==> src/rtl/eec_pkg.sv <==
// Constants shared by the external event counter and its helpers.
// Assumes one 125 MHz clock and a 32-bit APB bus with word registers.
// Contract
// RULE_01: Eight-bit up-counter advances once per selected pin edge; software only reads it.
// RULE_02: Mode bit 0 picks the edge: zero falling (reset), one rising.
// RULE_03: Wrap from ff to 00 sets the overflow request flag.
// RULE_04: Interrupt raised while overflow flag and its enable bit are both set.
// RULE_05: After overflow the count sits at 00 and keeps counting on.
// RULE_06: Writing one to the clear bit zeroes the count; the bit self-clears.
// RULE_07: Mode bit 7 acts only when written one; writing zero does nothing.
// RULE_08: Mode bits 6 to 1 always read one and ignore writes.
// RULE_09: Reset zeroes the count and selects the falling edge.
// RULE_10: The count can be read at any time without disturbing counting.
// RULE_11: Software enables the event pin function before expecting any counting.
// RULE_12: Pin is synchronised; two samples give one count pulse per edge.
package eec_pkg;
   localparam int ADDR_W = 18;
   localparam int DATA_W = 32;
   localparam int CNT_W = 8;

   // Register indices; the byte address is four times the index
   localparam logic [15:0] IDX_MODE = 16'hffc6;
   localparam logic [15:0] IDX_COUNT = 16'hffc7;
   localparam logic [15:0] IDX_IRQ_REQ = 16'hffd0;
   localparam logic [15:0] IDX_IRQ_EN = 16'hffd1;
   localparam logic [15:0] IDX_PORT_MODE = 16'hffd2;

   localparam int MODE_EDGE_BIT = 0;
   localparam int MODE_CLR_BIT = 7;
   localparam logic [7:0] MODE_RSVD_ONES = 8'h7e;
   localparam logic [7:0] COUNT_RESET = 8'h00;
   localparam logic [7:0] COUNT_MAX = 8'hff;
   localparam int IRQ_OVF_BIT = 0;
   localparam int PORT_EVENT_BIT = 0;

   localparam logic EDGE_FALL = 1'b0;
   localparam logic EDGE_RISE = 1'b1;

   typedef enum logic [0:0] {
      BUS_WAIT = 1'b0,
      BUS_DONE = 1'b1
   } eec_bus_t;
endpackage

==> src/rtl/eec_counter.sv <==
// Wrapping up-counter with synchronous clear and a wrap pulse.
// Assumes count and clear come from logic on clk.
`timescale 1ns/1ps
`default_nettype none
module eec_counter
   import eec_pkg::*;
#(
   parameter int W = CNT_W
) (
   // Clock and reset
   input wire logic clk,
   input wire logic nrst,
   // Control
   input wire logic count_en,
   input wire logic clear,
   // State
   output logic [W-1:0] count,
   output logic wrap_pulse
);
   logic [W-1:0] cnt_reg, cnt_next;
   logic wrap_reg, wrap_next;

   // Clear wins over a coincident edge; that edge is dropped
   always_comb begin
      cnt_next = cnt_reg;
      wrap_next = 1'b0;
      if (clear) begin
         cnt_next = W'(COUNT_RESET); // RULE_06
      end else if (count_en) begin
         cnt_next = cnt_reg + W'(1); // RULE_01 RULE_05
         wrap_next = (cnt_reg == {W{1'b1}}); // RULE_03
      end
   end

   always_ff @(posedge clk or negedge nrst) begin
      if (!nrst) begin
         cnt_reg <= W'(COUNT_RESET); // RULE_09
         wrap_reg <= 1'b0;
      end else begin
         cnt_reg <= cnt_next;
         wrap_reg <= wrap_next;
      end
   end

   assign count = cnt_reg;
   assign wrap_pulse = wrap_reg;
endmodule // eec_counter
`default_nettype wire

==> src/rtl/eec_edge_sync.sv <==
// Event pin synchroniser and edge detector.
// Assumes the pin is asynchronous to clk.
`timescale 1ns/1ps
`default_nettype none
module eec_edge_sync
   import eec_pkg::*;
(
   // Clock and reset
   input wire logic clk,
   input wire logic nrst,
   // Pin and control
   input wire logic pin_in,
   input wire logic rise_sel,
   // Result
   output logic edge_pulse
);
   logic meta_reg, meta_next;
   logic sync_reg, sync_next;
   logic prev_reg, prev_next;

   always_comb begin
      meta_next = pin_in;
      sync_next = meta_reg;
      prev_next = sync_reg;
   end

   // Idle level high so a pin resting high gives no edge after reset
   always_ff @(posedge clk or negedge nrst) begin
      if (!nrst) begin
         meta_reg <= 1'b1;
         sync_reg <= 1'b1;
         prev_reg <= 1'b1;
      end else begin
         meta_reg <= meta_next;
         sync_reg <= sync_next;
         prev_reg <= prev_next;
      end
   end

   // One pulse per edge from two successive synchronised samples
   assign edge_pulse = (sync_reg == rise_sel) && (prev_reg != rise_sel); // RULE_12 RULE_02
endmodule // eec_edge_sync
`default_nettype wire

==> src/rtl/eec_top.sv <==
// External event counter: APB register slave, pin edge counting,
// overflow flag and interrupt.
// Assumes an APB master on clk and an asynchronous event pin.
`timescale 1ns/1ps
`default_nettype none
module eec_top
   import eec_pkg::*;
(
   // Clock and reset
   input wire logic clk,
   input wire logic nrst,
   // APB slave
   input wire logic psel,
   input wire logic penable,
   input wire logic pwrite,
   input wire logic [ADDR_W-1:0] paddr,
   input wire logic [DATA_W-1:0] pwdata,
   output logic [DATA_W-1:0] prdata,
   output logic pready,
   output logic pslverr,
   // Event pin
   input wire logic event_pin,
   // Interrupt
   output logic irq
);
   function automatic logic addr_is(input logic [ADDR_W-1:0] a,
                                    input logic [15:0] idx);
      addr_is = (a == {idx, 2'b00});
   endfunction

   // Bus state
   eec_bus_t bus_reg, bus_next;
   logic [DATA_W-1:0] rdata_reg, rdata_next;
   logic err_reg, err_next;

   // Register state
   logic edge_sel_reg, edge_sel_next;
   logic clr_reg, clr_next;
   logic flag_reg, flag_next;
   logic irq_en_reg, irq_en_next;
   logic pin_fn_reg, pin_fn_next;
   logic irq_reg, irq_next;

   // Decoded strobes
   logic access;
   logic wr_fire;
   logic sel_mode, sel_count, sel_req, sel_en, sel_port;
   logic mapped;
   logic wr_mode, wr_req, wr_en, wr_port;
   logic clear_cmd;
   logic [7:0] mode_view;
   logic [7:0] count_val;
   logic edge_pulse;
   logic count_en;
   logic wrap_pulse;

   // Every register decodes one full word address; byte lanes are unused
   assign access = psel && penable;
   assign sel_mode = addr_is(paddr, IDX_MODE);
   assign sel_count = addr_is(paddr, IDX_COUNT);
   assign sel_req = addr_is(paddr, IDX_IRQ_REQ);
   assign sel_en = addr_is(paddr, IDX_IRQ_EN);
   assign sel_port = addr_is(paddr, IDX_PORT_MODE);
   assign mapped = sel_mode || sel_count || sel_req || sel_en || sel_port;

   // A write lands at the edge where the master sees pready high
   assign wr_fire = access && pwrite && (bus_reg == BUS_DONE) && mapped;
   assign wr_mode = wr_fire && sel_mode;
   assign wr_req = wr_fire && sel_req;
   assign wr_en = wr_fire && sel_en;
   assign wr_port = wr_fire && sel_port;

   // Only a written one clears; a zero in bit 7 is ignored
   assign clear_cmd = wr_mode && pwdata[MODE_CLR_BIT]; // RULE_07 RULE_06

   // Reserved bits forced to one regardless of writes
   always_comb begin
      mode_view = MODE_RSVD_ONES; // RULE_08
      mode_view[MODE_CLR_BIT] = clr_reg;
      mode_view[MODE_EDGE_BIT] = edge_sel_reg;
   end

   // Bus: pready one cycle into the access phase, read data latched then
   always_comb begin
      bus_next = BUS_WAIT;
      rdata_next = rdata_reg;
      err_next = 1'b0;
      if (access && bus_reg == BUS_WAIT) begin
         bus_next = BUS_DONE;
         err_next = !mapped;
         rdata_next = '0;
         // Writes leave read data zero so a stale value never looks fresh
         if (!pwrite) begin
            unique case (1'b1)
               sel_mode:
                  rdata_next[7:0] = mode_view;
               sel_count:
                  rdata_next[7:0] = count_val; // RULE_10
               sel_req:
                  rdata_next[IRQ_OVF_BIT] = flag_reg;
               sel_en:
                  rdata_next[IRQ_OVF_BIT] = irq_en_reg;
               sel_port:
                  rdata_next[PORT_EVENT_BIT] = pin_fn_reg;
               default:
                  rdata_next = '0;
            endcase
         end
      end
   end

   always_ff @(posedge clk or negedge nrst) begin
      if (!nrst) begin
         bus_reg <= BUS_WAIT;
         rdata_reg <= '0;
         err_reg <= 1'b0;
      end else begin
         bus_reg <= bus_next;
         rdata_reg <= rdata_next;
         err_reg <= err_next;
      end
   end

   assign pready = (bus_reg == BUS_DONE);
   assign prdata = rdata_reg;
   assign pslverr = err_reg;

   // Control and interrupt registers
   always_comb begin
      edge_sel_next = edge_sel_reg;
      irq_en_next = irq_en_reg;
      pin_fn_next = pin_fn_reg;
      if (wr_mode) begin
         edge_sel_next = pwdata[MODE_EDGE_BIT]; // RULE_02
      end
      if (wr_en) begin
         irq_en_next = pwdata[IRQ_OVF_BIT];
      end
      if (wr_port) begin
         pin_fn_next = pwdata[PORT_EVENT_BIT];
      end
      // Clear bit reads one only for the cycle after the command
      clr_next = clear_cmd; // RULE_06
      // Set wins over a coincident write-one-to-clear
      flag_next = wrap_pulse ||
                  (flag_reg && !(wr_req && pwdata[IRQ_OVF_BIT])); // RULE_03
      // One cycle of lag keeps irq a plain flip-flop output
      irq_next = flag_reg && irq_en_reg; // RULE_04
   end

   always_ff @(posedge clk or negedge nrst) begin
      if (!nrst) begin
         edge_sel_reg <= EDGE_FALL; // RULE_09
         clr_reg <= 1'b0;
         flag_reg <= 1'b0;
         irq_en_reg <= 1'b0;
         pin_fn_reg <= 1'b0;
         irq_reg <= 1'b0;
      end else begin
         edge_sel_reg <= edge_sel_next;
         clr_reg <= clr_next;
         flag_reg <= flag_next;
         irq_en_reg <= irq_en_next;
         pin_fn_reg <= pin_fn_next;
         irq_reg <= irq_next;
      end
   end

   assign irq = irq_reg;

   eec_edge_sync u_sync (
      .clk(clk),
      .nrst(nrst),
      .pin_in(event_pin),
      .rise_sel(edge_sel_reg),
      .edge_pulse(edge_pulse)
   );

   // Pin edges count only once software hands the pin to the counter
   assign count_en = edge_pulse && pin_fn_reg; // RULE_11

   // Clear comes straight from the bus decode, so the count already
   // reads zero in the cycle after the write edge
   eec_counter #(
      .W(CNT_W)
   ) u_count (
      .clk(clk),
      .nrst(nrst),
      .count_en(count_en),
      .clear(clear_cmd),
      .count(count_val),
      .wrap_pulse(wrap_pulse)
   );
endmodule // eec_top
`default_nettype wire
==> config.mk <==
export PLATFORM = sky130hd
export DESIGN_NAME = eec_top
export DESIGN_NICKNAME = d
export VERILOG_FILES = /design/src/rtl/eec_pkg.sv /design/src/rtl/eec_counter.sv /design/src/rtl/eec_edge_sync.sv /design/src/rtl/eec_top.sv
export SDC_FILE = /design/constraint.sdc
export NUM_CORES = 1
export LEC_CHECK = 0
export BUFFER_PORTS_ARGS = -buffer_cell sky130_fd_sc_hd__buf_4
export CAP_MARGIN = 20
export CORE_ASPECT_RATIO = 1.1
export CORE_MARGIN = 10
export CORE_UTILIZATION = 47
export CTS_CLUSTER_DIAMETER = 120
export CTS_CLUSTER_SIZE = 25
export DETAILED_ROUTE_END_ITERATION = 10
export PLACE_DENSITY = 0.85
export SETUP_SLACK_MARGIN = 0.02
export SLEW_MARGIN = 25
export SYNTH_ARGS = -nofsm -noshare
export SYNTH_HDL_FRONTEND = slang
export SYNTH_SLANG_ARGS = --single-unit
==> constraint.sdc <==
create_clock -name clk -period 3.85 [get_ports clk]
set_clock_uncertainty 0.1 [all_clocks]
set_input_delay 0.385 -clock clk [delete_from_list [all_inputs] [get_ports clk]]
set_output_delay 0.385 -clock clk [all_outputs]
set_load 0.03 [all_outputs]
# == After elaboration in Yosys (flattened, before gate mapping) ==
# Cells that the tools add are included.
# classes
reduce_logical,23
bitwise_logic,1
n_mux,9
addsub,1
eq_ne,8
# ops
cell,count
18-bit == test (second input constant),5
8-bit two-way mux,3
1-bit logical AND,15
7-bit one-hot mux with 2 select lines,1
8-bit by 1-bit adder with 8-bit output (second input constant),1
8-bit == test (second input constant),1
1-bit logical OR,5
1-bit one-hot mux with 5 select lines,1
1-bit two-way mux,4
1-bit logical NOT,2
2-bit nonzero test,1
1-bit == test,1
1-bit != test,1
1-bit NOT,1
# totals
regBits,52
input_bits,56

# == Longest topological paths before layout ==
# Gate-level depths: netlist of the first run.
# logic_depth
depth_word,11
ltp_mapped,5
mapped_depth_nobuf,5

# == Modules after synthesis ==
# From an unflattened synthesis of the first run, not the netlist that was laid out.
# unflattened
hier_cells,153
hier_area_um2,1564.0
# by_module_without_submodules
mod,n_inst,area_each_um2,cells_each
eec_top,1,1033.5,107
eec_counter,1,429.2,40
eec_edge_sync,1,101.3,6

# == Worst setup path before layout of the first run ==
# No wires, ideal clock.
# synth_timing
kind,input to register
startpoint,input paddr[5]
endpoint,register pin_fn_reg
path_buffers,0
setup_slack_ns,2.136
stages,4
setup_ns,0.125
t_required_ns,3.625
t_arrival_ns,1.489
path_cell_list,or4b_4 -> nor3b_2 -> nand2_1 -> mux2_4
# synth_between
elab_chain_len,7
elab_cells_between_ends,11
classes_between,5 x eq/ne; 6 x reduce/logical
# synth_rtl
element,line,text
start: declaration,eec_top.sv:16,"input wire logic [ADDR_W-1:0] paddr,"
18-bit == test,eec_top.sv:28,"addr_is = (a == {idx, 2'b00});"
1-bit logical OR (4 in series),eec_top.sv:64,assign mapped = sel_mode || sel_count || sel_req || sel_en || sel_port;
1-bit logical AND,eec_top.sv:67,assign wr_fire = access && pwrite && (bus_reg == BUS_DONE) && mapped;
1-bit logical AND *,eec_top.sv:71,assign wr_port = wr_fire && sel_port;
end signal: assignment,eec_top.sv:164,pin_fn_reg <= pin_fn_next;
end: declaration,eec_top.sv:41,"logic pin_fn_reg, pin_fn_next;"
# Mark *: on every way between the ends. The rest lies on a longest branch, timed or not.
# A chain may end at the register's enable or synchronous reset.

# == Worst setup path in the final report of the first run ==
# layout_timing
startpoint,"register bus_reg, in the netlist pready"
endpoint,"register rdata_reg[2], in the netlist prdata[2]"
# layout_between
elab_chain_len,2
# layout_rtl
element,line,text
start: declaration,eec_top.sv:32,"eec_bus_t bus_reg, bus_next;"
start signal: assignment,eec_top.sv:118,bus_reg <= bus_next;
1-bit NOT,eec_top.sv:88,if (access && bus_reg == BUS_WAIT) begin
1-bit logical AND,eec_top.sv:88,
end signal: assignment,eec_top.sv:119,rdata_reg <= rdata_next;
end: declaration,eec_top.sv:33,"logic [DATA_W-1:0] rdata_reg, rdata_next;"
# No other way between the ends.

==> metrics.md, run 1 <==
| Metric | Value |
|---|---|
| CTS root buffer | clkbuf_4 |
| Status | completed |
| Final ANT Viol Nets | 0 |
| Cts bufs inserted | 3 |
| Starting Density | 0.499 |
| Leak pwr | 0.968 nW |
| First-pass GRT wire length | 5.29 mm |
| Clk pin slew, worst setup/hold paths | 140 ps |
| Post-Synth XOR/XNOR Area | 0.0393 |
| Crit-path max FO | 11 |
| Die X | 74.9 um |
| Fin Setup TNS | 0 ps |
| Fmax | 578 MHz |
| Number of nets in the layout | 246 |
| Peak supply drop | 0.000257 V |
| Total wire length | 3.20 mm |
| MaxCap Viol Count | 0 |
| CTS tree | done |
| Unrepaired setup endpoints after global routing | no |
| Detailed placer's ending HPWL | 2.59 mm |
| Hold Fails Final Rpt | 0 |
| Initial DRC count | 62 |
| Critical path type | reg -> reg |
| Hold WS | 51.7 ps |
| Clock tree sinks | 28 |
| Number of flops mapped to enable cells by yosys | 0 |
| Slew Limit Fails | 0 |
| Period Utilization, post-route | 0.449 |
| Synth top area share | 0.401 |
| Reg-to-Reg End | prdata[2] |
| Via-to-Cell Ratio | 5.12 |
| Place WS | 1860 ps |
| Max Buffers Root-to-Sink | 2 |
| Seq pwr share | 0.582 |
| Pwr dens | 286 nW/um2 |
| Syn Area/Cell | 10.1 um2 |
| Gpl congestion | 0.835 |
| I/O Buffers | 36 |
| Reg2Reg Setup Slack | 2120 ps |
| Layout cells sized above 1 | 0.271 |
| # diodes | 0 |
| Endpoint class of the critical path | register |
| Tmin final | 1730 ps |
| Sw frac | 0.262 |
| Antenna violations before repair | 0 |
| Row count | 21 |
| FF-to-FF Start | pready |
| CP Data Required Time | 4020 ps |
| Yosys reg bits | 28 |
| Core area | 3130 um2 |
| Post-CTS Hold Fix Bufs | 1 |
| DRT Pass-1 Iters | 4 |
| Crit path launch type | register |
| Total grt overflow | 0 |
| Ys flop type | dfrtp_1 |
| WL/cell | 14.4 um |
| Async S/R FF share, synth | 1.00 |
| Cells after Synth | 154 |
| Area grow syn2layout | 15.2% |
| Vias in the first global route | 1193 |
| Min-delay src | event_pin |
| Placed cell area | 1750 um2 |
| Mux contribution to synthesized area | 0.0385 |
| Via total after detailed routing | 1137 |
| Fill cell total of the finished layout | 292 |
| Hold-critical path depth | 1 |
| Top-Level Pins | 91 |
| Largest net degree at the start of global routing | 29 |
| Area fraction in compound gates after synthesis | 0.0931 |
| Post-Synth Adder-Cell Area | 0.00803 |
| Reg2Reg Depth | 4 |
| Top cells by area, synth | dfrtp_1 (40%), buf_4 (12%), dfstp_2 (5.1%) |
| Tot GR Track Use | 0.110 |
| Hold/Removal Path Class | in -> reg |
| Arrival @ worst endpoint | 1900 ps |
| Final setup margin | 2120 ps |
| Worst Hold End | u_sync.meta_reg |
| Sw power | 0.135 mW |
| Register area share after synthesis | 0.452 |
| Design Power | 0.514 mW |
| Final setup violation count | 0 |
| Comb power frac | 0.146 |
| Unique cell type count in the Yosys netlist | 39 |
| Die height | 80.4 um |
| H-tree levels | 1 |
| Int Pwr | 0.380 mW |
| Post-synthesis cell area | 1560 um2 |
| DRC | 0 |
| Final non-filler cell area | 1800 um2 |
| Die area | 6020 um2 |
| Simple-gate share of the synthesized area | 0.226 |
| Clock power frac | 0.271 |
| Ys Warns | 0 |
| Post_cts resized | 0 |
| Post-CTS Setup Inserts | 0 |
| Largest area contributor in the netlist | dfrtp_1 |
| Clk_lat worst skew | 320 ps |
| Largest family of logic cells by synthesized area | simple AND/OR/NAND/NOR gates |
[power by group through the flow]
stage | clock [mW] | sequential [mW] | combinational [mW]
2_1_floorplan | 0 | 0.307 | 0.0598
3_3_place_gp | 0 | 0.305 | 0.0728
3_5_place_dp | 0 | 0.305 | 0.0738
4_1_cts | 0.146 | 0.299 | 0.0746
5_1_grt | 0.158 | 0.300 | 0.0813
6_report | 0.140 | 0.299 | 0.0751
[stage by stage]
step,util,instances
global route,0.575,222
floorplan,-,177
finish,0.575,222
global placement,0.560,217
CTS,0.575,222
detailed placement,0.560,217
[cells in the mapped netlist (3+ instances only)]
library cell,count
dfrtp_1,25
buf_4,24
nand2_1,11
nor2_1,11
and2_1,8
xnor2_1,7
a211o_1,6
nand3_1,6
and3_1,5
a21oi_1,4
nand4_1,4
a211oi_1,3
buf_2,3
dfstp_2,3
inv_1,3
mux2_2,3
[cells in the final DEF, fill, tap and decap left out, types with 3 or more instances in the layout]
cell	instances
nand4_1	4
nand3_1	6
conb_1	24
dfrtp_1	25
xnor2_1	7
mux2_2	3
a211o_1	6
a21oi_1	4
nand2_1	11
nor2_1	11
clkbuf_4	3
a211oi_1	3
inv_1	3
and2_1	8
buf_4	36
dfstp_2	3
and3_1	5
[logic make-up after synthesis]
logic type,Yosys count
buf+inv,33
compound gates,20
xor+xnor,7
fa+ha+maj,1
flops,28
simple gates,59
other cells,1
mux,5
[worst max-delay path, cell delays in order (launching register included)]
cell and delay, ps:
dfrtp_1 410, nand3b_1 350, nor2_1 300, and3_1 350
a211o_1 170
[worst max-delay path by stage]
stage / startpoint / to
finish: pready / prdata[2]
global route: pready / prdata[3]
CTS: pready / prdata[3]
detailed placement: paddr[5] / u_count.wrap_pulse
global placement: paddr[5] / u_count.wrap_pulse
floorplan: paddr[5] / pin_fn_reg
[metal layers]
| metal | up-vias | global-route usage | routed length, um |
|---|---|---|---|
| li1 | 563 | - | - |
| met1 | 539 | 0.114 | 1210 |
| met2 | 33 | 0.205 | 1740 |
| met3 | 2 | 0.0246 | 220 |
| met4 | 0 | 0.0398 | 34 |
| met5 | - | 0 | 0 |
[area by class of cell]
type | count | area (um2) | share of cell area
Tap cell | 34 | 42.5 | 0.0237
Sequential cell | 28 | 704 | 0.392
Inverter | 3 | 11.3 | 0.00627
Multi-Input combinational cell | 116 | 722 | 0.402
Timing Repair Buffer | 37 | 280 | 0.156
Clock buffer | 4 | 36.3 | 0.0202
Power figures use the tool's default switching activity.
==> inputs of run 2 (changes only) <==
Settings changed: CORE_UTILIZATION 47 to 43, PLACE_DENSITY 0.85 to 0.79.
Clock period 3.85 ns to 1.6 ns, I/O delays scaled along.
==> run 2 against run 1 <==
Highest routed layer unchanged. Largest power group unchanged. Utilization increased by 0.60 points. The flow now finishes with violations (hold timing). Cell count increased by 14%. Register-to-register slack got worse by 2000 ps. Die area increased by 6.9%. Non-clock buffer count increased by 17. Sequential share of layout area decreased by 3.6 points. Design area increased by 10%.
==> metrics.md, run 2 (synthesis results as in run 1) <==
| Metric | Value |
|---|---|
| Placed cell area | 1870 um2 (+6.6%) |
| Clock power frac | 0.276 (+0.005) |
| Slew Limit Fails | 0 (unchanged) |
| Final non-filler cell area | 1980 um2 (+10%) |
| CP Data Required Time | 1740 ps (-2280 ps) |
| Hold/Removal Path Class | in -> reg |
| # diodes | 0 (unchanged) |
| Sw frac | 0.269 (+0.00751) |
| Antenna violations before repair | 0 (unchanged) |
| Crit path launch type | register |
| Via total after detailed routing | 1203 (+5.8%) |
| Largest net degree at the start of global routing | 29 (unchanged) |
| Number of nets in the layout | 263 (+6.9%) |
| CP endpoint | irq_en_reg |
| Seq pwr share | 0.569 (-0.013) |
| CTS tree | done |
| Period Utilization, post-route | 0.933 (+0.484) |
| Reg2Reg Setup Slack | 110 ps (-2010 ps) |
| Final setup violation count | 0 (unchanged) |
| FF-to-FF Start | pready |
| Pwr dens | 639 nW/um2 (+120%) |
| Inst Count DP | 244 (+12%) |
| Reg-to-Reg End | irq_en_reg |
| Crit path launch | pready |
| Status | complete, but fails checks |
| Arrival @ worst endpoint | 1630 ps (-270 ps) |
| Max Buffers Root-to-Sink | 2 (unchanged) |
| Fmax | 670 MHz (+16%) |
| Area grow syn2layout | 27.1% |
| Place WS | -56.6 ps (-1920 ps) |
| Core area | 3410 um2 (+9.2%) |
| CTS root buffer | clkbuf_4 |
| Final ANT Viol Nets | 0 (unchanged) |
| Clock tree sinks | 28 (unchanged) |
| First-pass GRT wire length | 5.87 mm (+11%) |
| Comb power frac | 0.156 (+0.010) |
| Critical path type | reg -> reg |
| Crit-path max FO | 3 (-8) |
| I/O Buffers | 36 (unchanged) |
| Total grt overflow | 0 (unchanged) |
| Detailed placer's ending HPWL | 2.72 mm (+4.8%) |
| Die height | 83.2 um (+3.4%) |
| Row count | 22 (+4.8%) |
| Leak pwr | 1.06 nW (+9.2%) |
| Clk_lat worst skew | 340 ps (+20 ps) |
| Peak supply drop | 0.000359 V (+40%) |
| Final setup margin | 107 ps (-2010 ps) |
| H-tree levels | 1 (unchanged) |
| Min-delay src | pwrite |
| Cts bufs inserted | 3 (unchanged) |
| WL/cell | 13.2 um (-8.8%) |
| Int Pwr | 0.926 mW (+140%) |
| Initial DRC count | 55 (-11%) |
| Commonest non-fill, non-tap cell in the layout | buf_4 |
| Failing checks | hold timing |
| MaxCap Viol Count | 0 (unchanged) |
| Sw power | 0.341 mW (+150%) |
| Via-to-Cell Ratio | 4.75 (-7.2%) |
| DRT Pass-1 Iters | 4 (unchanged) |
| Starting Density | 0.457 (-0.0419) |
| Final core utilization | 0.581 (+0.00601) |
| Total wire length | 3.33 mm (+4.0%) |
| Gpl congestion | 0.824 (-1.3%) |
| Layout cells sized above 1 | 0.366 (+0.0946) |
| Unrepaired setup endpoints after global routing | yes |
| Reg2Reg Depth | 5 (+1) |
| Most frequent cells in the layout | buf_4 (51), conb_1 (24), dfrtp_1 (24) |
| Endpoint class of the critical path | register |
| Top-Level Pins | 91 (unchanged) |
| Clk pin slew, worst setup/hold paths | 150 ps (about the same) |
| Hold Fails Final Rpt | 1 (+1) |
| Vias in the first global route | 1294 (+8.5%) |
| Non-filler cells, final | 253 (+14%) |
| DRC | 0 (unchanged) |
| Design Power | 1.27 mW (+150%) |
| Tmin final | 1490 ps (-236 ps) |
| Tot GR Track Use | 0.107 (-0.00282) |
| Die X | 77.4 um (+3.3%) |
| Die area | 6440 um2 (+6.9%) |
| Hold WS | -2.52 ps (-54.3 ps) |
-- run 2: cell types whose count changed in the layout (fill, tap and decap cells not counted), moves of 2 or more --
cell / previous run / this run
and3_1: 5 / 3
nor4_1: 2 / 0
buf_4: 36 / 51
a211oi_2: 0 / 2
dlygate4sd3_1: 1 / 3
and3_2: 0 / 2
nor4_2: 1 / 3
a211oi_1: 3 / 1
-- run 2: repair_timing --
| action | in CTS | in global routing |
|---|---|---|
| hold buffers | 3 | 0 |
| gates resized for setup | 1 | 7 |
| setup buffers | 0 | 2 |
| hold endpoints to repair | 32 | 0 |
| setup endpoints to repair | 3 | 12 |
-- run 2: metrics by stage --
step / TNS (ps) / hold WS (ps)
after floorplan: 0 / -236
after global placement: -55.8 / -11.2
after detailed placement: -60.3 / -7.09
after CTS: 0 / 22.1
after global routing: 0 / 21.2
final: 0 / -2.52
-- run 2: how the worst min path moves through the flow --
| stage | endpoint | cells past startpoint |
|---|---|---|
| floorplan | clr_reg | 0 |
| detailed placement | irq_en_reg | 1 |
| global route | prdata[0] | 4 |
| CTS | prdata[0] | 4 |
| finish | prdata[0] | 4 |
| global placement | irq | 1 |
-- run 2: final cells by class --
cell class / count / area [um2]
timing repair buffer: 54 / 413
fill: 330 / 1430
tap: 48 / 60.1
clock buffer: 4 / 36.3
inverter: 3 / 11.3
multi-input combinational: 116 / 756
sequential: 28 / 706
-- run 2: power by group through the flow --
stage          Combinational (mW)  Clock [mW]  Sequential, mW
2_1_floorplan               0.144           0           0.739
3_3_place_gp                0.182           0           0.733
3_5_place_dp                0.185           0           0.734
4_1_cts                     0.190       0.351           0.721
5_1_grt                     0.215       0.383           0.722
6_report                    0.197       0.349           0.721
-- run 2: worst max-delay path, cell delays in order, from the launching register on --
cell and delay [ps]:
dfrtp_2 390, nand4_1 170, nor4_2 190, buf_4 160, nand3_1 70, mux2_1 320
-- run 2: metal layers --
layer  GRT usage  vias up  wire length [um]
met2       0.191       32              1730
met4      0.0462        0                70
li1            -      593                 -
met5           0        -                 0
met3      0.0291        5               193
met1       0.113      573              1330
==> inputs of run 3 (changes only) <==
Clock period 1.6 ns to 1.5 ns, I/O delays scaled along.
==> run 3 against run 2 <==
The flow finishes with violations (setup timing). Fmax fell by 0.70%. Count of clock-buffer cells in the layout did not move. Largest cell class unchanged. Global-route usage rose by 0.078 points. Register-to-register slack got worse by 110 ps. Hold slack improved by 42 ps. Sequential cell count did not move.
==> metrics.md, run 3 (synthesis results as in run 1) <==
| Metric | Value |
|---|---|
| Status | complete, but fails checks |
| Failing checks | setup timing |
| Area grow syn2layout | 35.6% |
| Register Area | 706 um2 (unchanged) |
| Gr busiest metal | met2 |
| Fmax | 665 MHz (-0.70%) |
| Clk_lat worst skew | 330 ps (about the same) |
| Total grt overflow | 0 (unchanged) |
| Unrepaired setup endpoints after global routing | yes |
| Gpl congestion | 0.826 (+0.21%) |
| Detailed placer's ending HPWL | 2.67 mm (-1.9%) |
| Critical path type | reg -> reg |
| Die area | 6440 um2 (unchanged) |
| Clk pin slew, worst setup/hold paths | 150 ps (about the same) |
| Most frequent cells in the layout | buf_4 (52), conb_1 (24), dfrtp_1 (24) |
| Met2 usage | 0.184 (-0.00756) |
| Fill cell total of the finished layout | 295 (-11%) |
| Crit path launch type | register |
| DRT Pass-1 Iters | 4 (unchanged) |
| Fin Setup TNS | -3.88 ps (-3.88 ps) |
| Initial DRC count | 37 (-33%) |
| Die X | 77.4 um (unchanged) |
| Reg2Reg Setup Slack | -4 ps (-110 ps) |
| Core area | 3410 um2 (unchanged) |
| FF-to-FF Start | u_sync.prev_reg |
| Final ANT Viol Nets | 0 (unchanged) |
| Area of the multi-input gates | 837 um2 (+11%) |
| CTS root buffer | clkbuf_4 |
| Reg2Reg Depth | 6 (+1) |
| Hold/Removal Path Class | in -> reg |
| MaxCap Viol Count | 0 (unchanged) |
| Number of nets in the layout | 268 (+1.9%) |
| Starting Density | 0.457 (unchanged) |
| Place WS | -146 ps (-89.8 ps) |
| Endpoint class of the critical path | register |
| CP Data Required Time | 1640 ps (-100 ps) |
| Placed cell area | 1900 um2 (+1.7%) |
| H-tree levels | 1 (unchanged) |
| Row count | 22 (unchanged) |
| Clock tree sinks | 28 (unchanged) |
| Final setup margin | -3.88 ps (-110 ps) |
| I/O Buffers | 36 (unchanged) |
| Final non-filler cell area | 2110 um2 (+6.7%) |
| Via-to-Cell Ratio | 4.69 (-1.4%) |
| Arrival @ worst endpoint | 1640 ps (about the same) |
| Pwr dens | 640 nW/um2 (+0.15%) |
| Hold WS | 39.3 ps (+41.8 ps) |
| First-pass GRT wire length | 5.77 mm (-1.8%) |
| Top-Level Pins | 91 (unchanged) |
| Max Buffers Root-to-Sink | 2 (unchanged) |
| Met3 Use GR | 0.0345 (+0.00539) |
| Reg-to-Reg End | u_count.count[1] |
| Crit-path max FO | 5 (+2) |
| Cts bufs inserted | 3 (unchanged) |
| Final setup violation count | 1 (+1) |
| Layout cells sized above 1 | 0.414 (+0.0484) |
| Tmin final | 1500 ps (+10.5 ps) |
| Tot GR Track Use | 0.108 (+0.000785) |
| CTS tree | done |
| Slew Limit Fails | 0 (unchanged) |
| Commonest non-fill, non-tap cell in the layout | buf_4 |
| Die height | 83.2 um (unchanged) |
| Total wire length | 3.48 mm (+4.6%) |
| DRC | 0 (unchanged) |
| Antenna violations before repair | 0 (unchanged) |
| Final core utilization | 0.620 (+0.0389) |
| Largest net degree at the start of global routing | 29 (unchanged) |
| Peak supply drop | 0.000400 V (+11%) |
| Via total after detailed routing | 1209 (+0.50%) |
| WL/cell | 13.5 um (+2.6%) |
| Grt met1 use | 0.119 (+0.00542) |
| Crit path launch | u_sync.prev_reg |
| Hold Fails Final Rpt | 0 (-1) |
| CP endpoint | u_count.count[1] |
| Vias in the first global route | 1277 (-1.3%) |
| Period Utilization, post-route | 1.00 (+0.0692) |
| # diodes | 0 (unchanged) |
| Leak pwr | 1.11 nW (+5.3%) |
run 3: worst min path at each step:
stage	start	endpoint	slack, ps	cells after the start
after floorplan	nrst	clr_reg	-250	0
after global placement	nrst	irq	-20	1
after detailed placement	nrst	irq_en_reg	-10	1
after CTS	paddr[7]	pslverr	40	3
after global routing	paddr[7]	pslverr	50	3
final	paddr[5]	pslverr	40	3
run 3: layout make-up:
class,count,share of cell area
multi-input cells,116,0.396
flip-flops and latches,28,0.334
inverters,3,0.00533
repair buffers,59,0.220
well taps,48,0.0284
clock buffers,4,0.0172
run 3: timing repair:
action	4_1_cts	5_1_grt
hold endpoints to repair	33	0
hold buffers	4	0
pin swaps	1	6
endpoints found under the setup margin	15	19
buffers inserted	0	3
resized for setup	9	15
run 3: report_power, final:
part           leakage (nW)  total (mW)  internal [mW]  switching (mW)
logic                 0.762       0.216         0.0765           0.140
clock network        0.0210       0.368          0.149           0.219
registers             0.331       0.770          0.766         0.00432
total                  1.11        1.35          0.991           0.363
run 3: critical path, stage by stage (launching register included):
cell	delay, ps
dfstp_2	580
nand4bb_4	180
buf_4	190
buf_4	120
buf_4	120
nand3_1	70
a21oi_1	60
run 3: through the flow:
stage,power (mW),instances
6_report,1.35,258
5_1_grt,1.42,258
4_1_cts,1.36,255
3_5_place_dp,0.983,247
3_3_place_gp,0.979,247
2_1_floorplan,0.945,177
run 3: layer usage:
layer / share of wire / vias to the layer above
li1: - / 602
met1: 0.41 / 565
met2: 0.52 / 38
met3: 0.059 / 4
met4: 0.013 / 0
met5: 0 / -
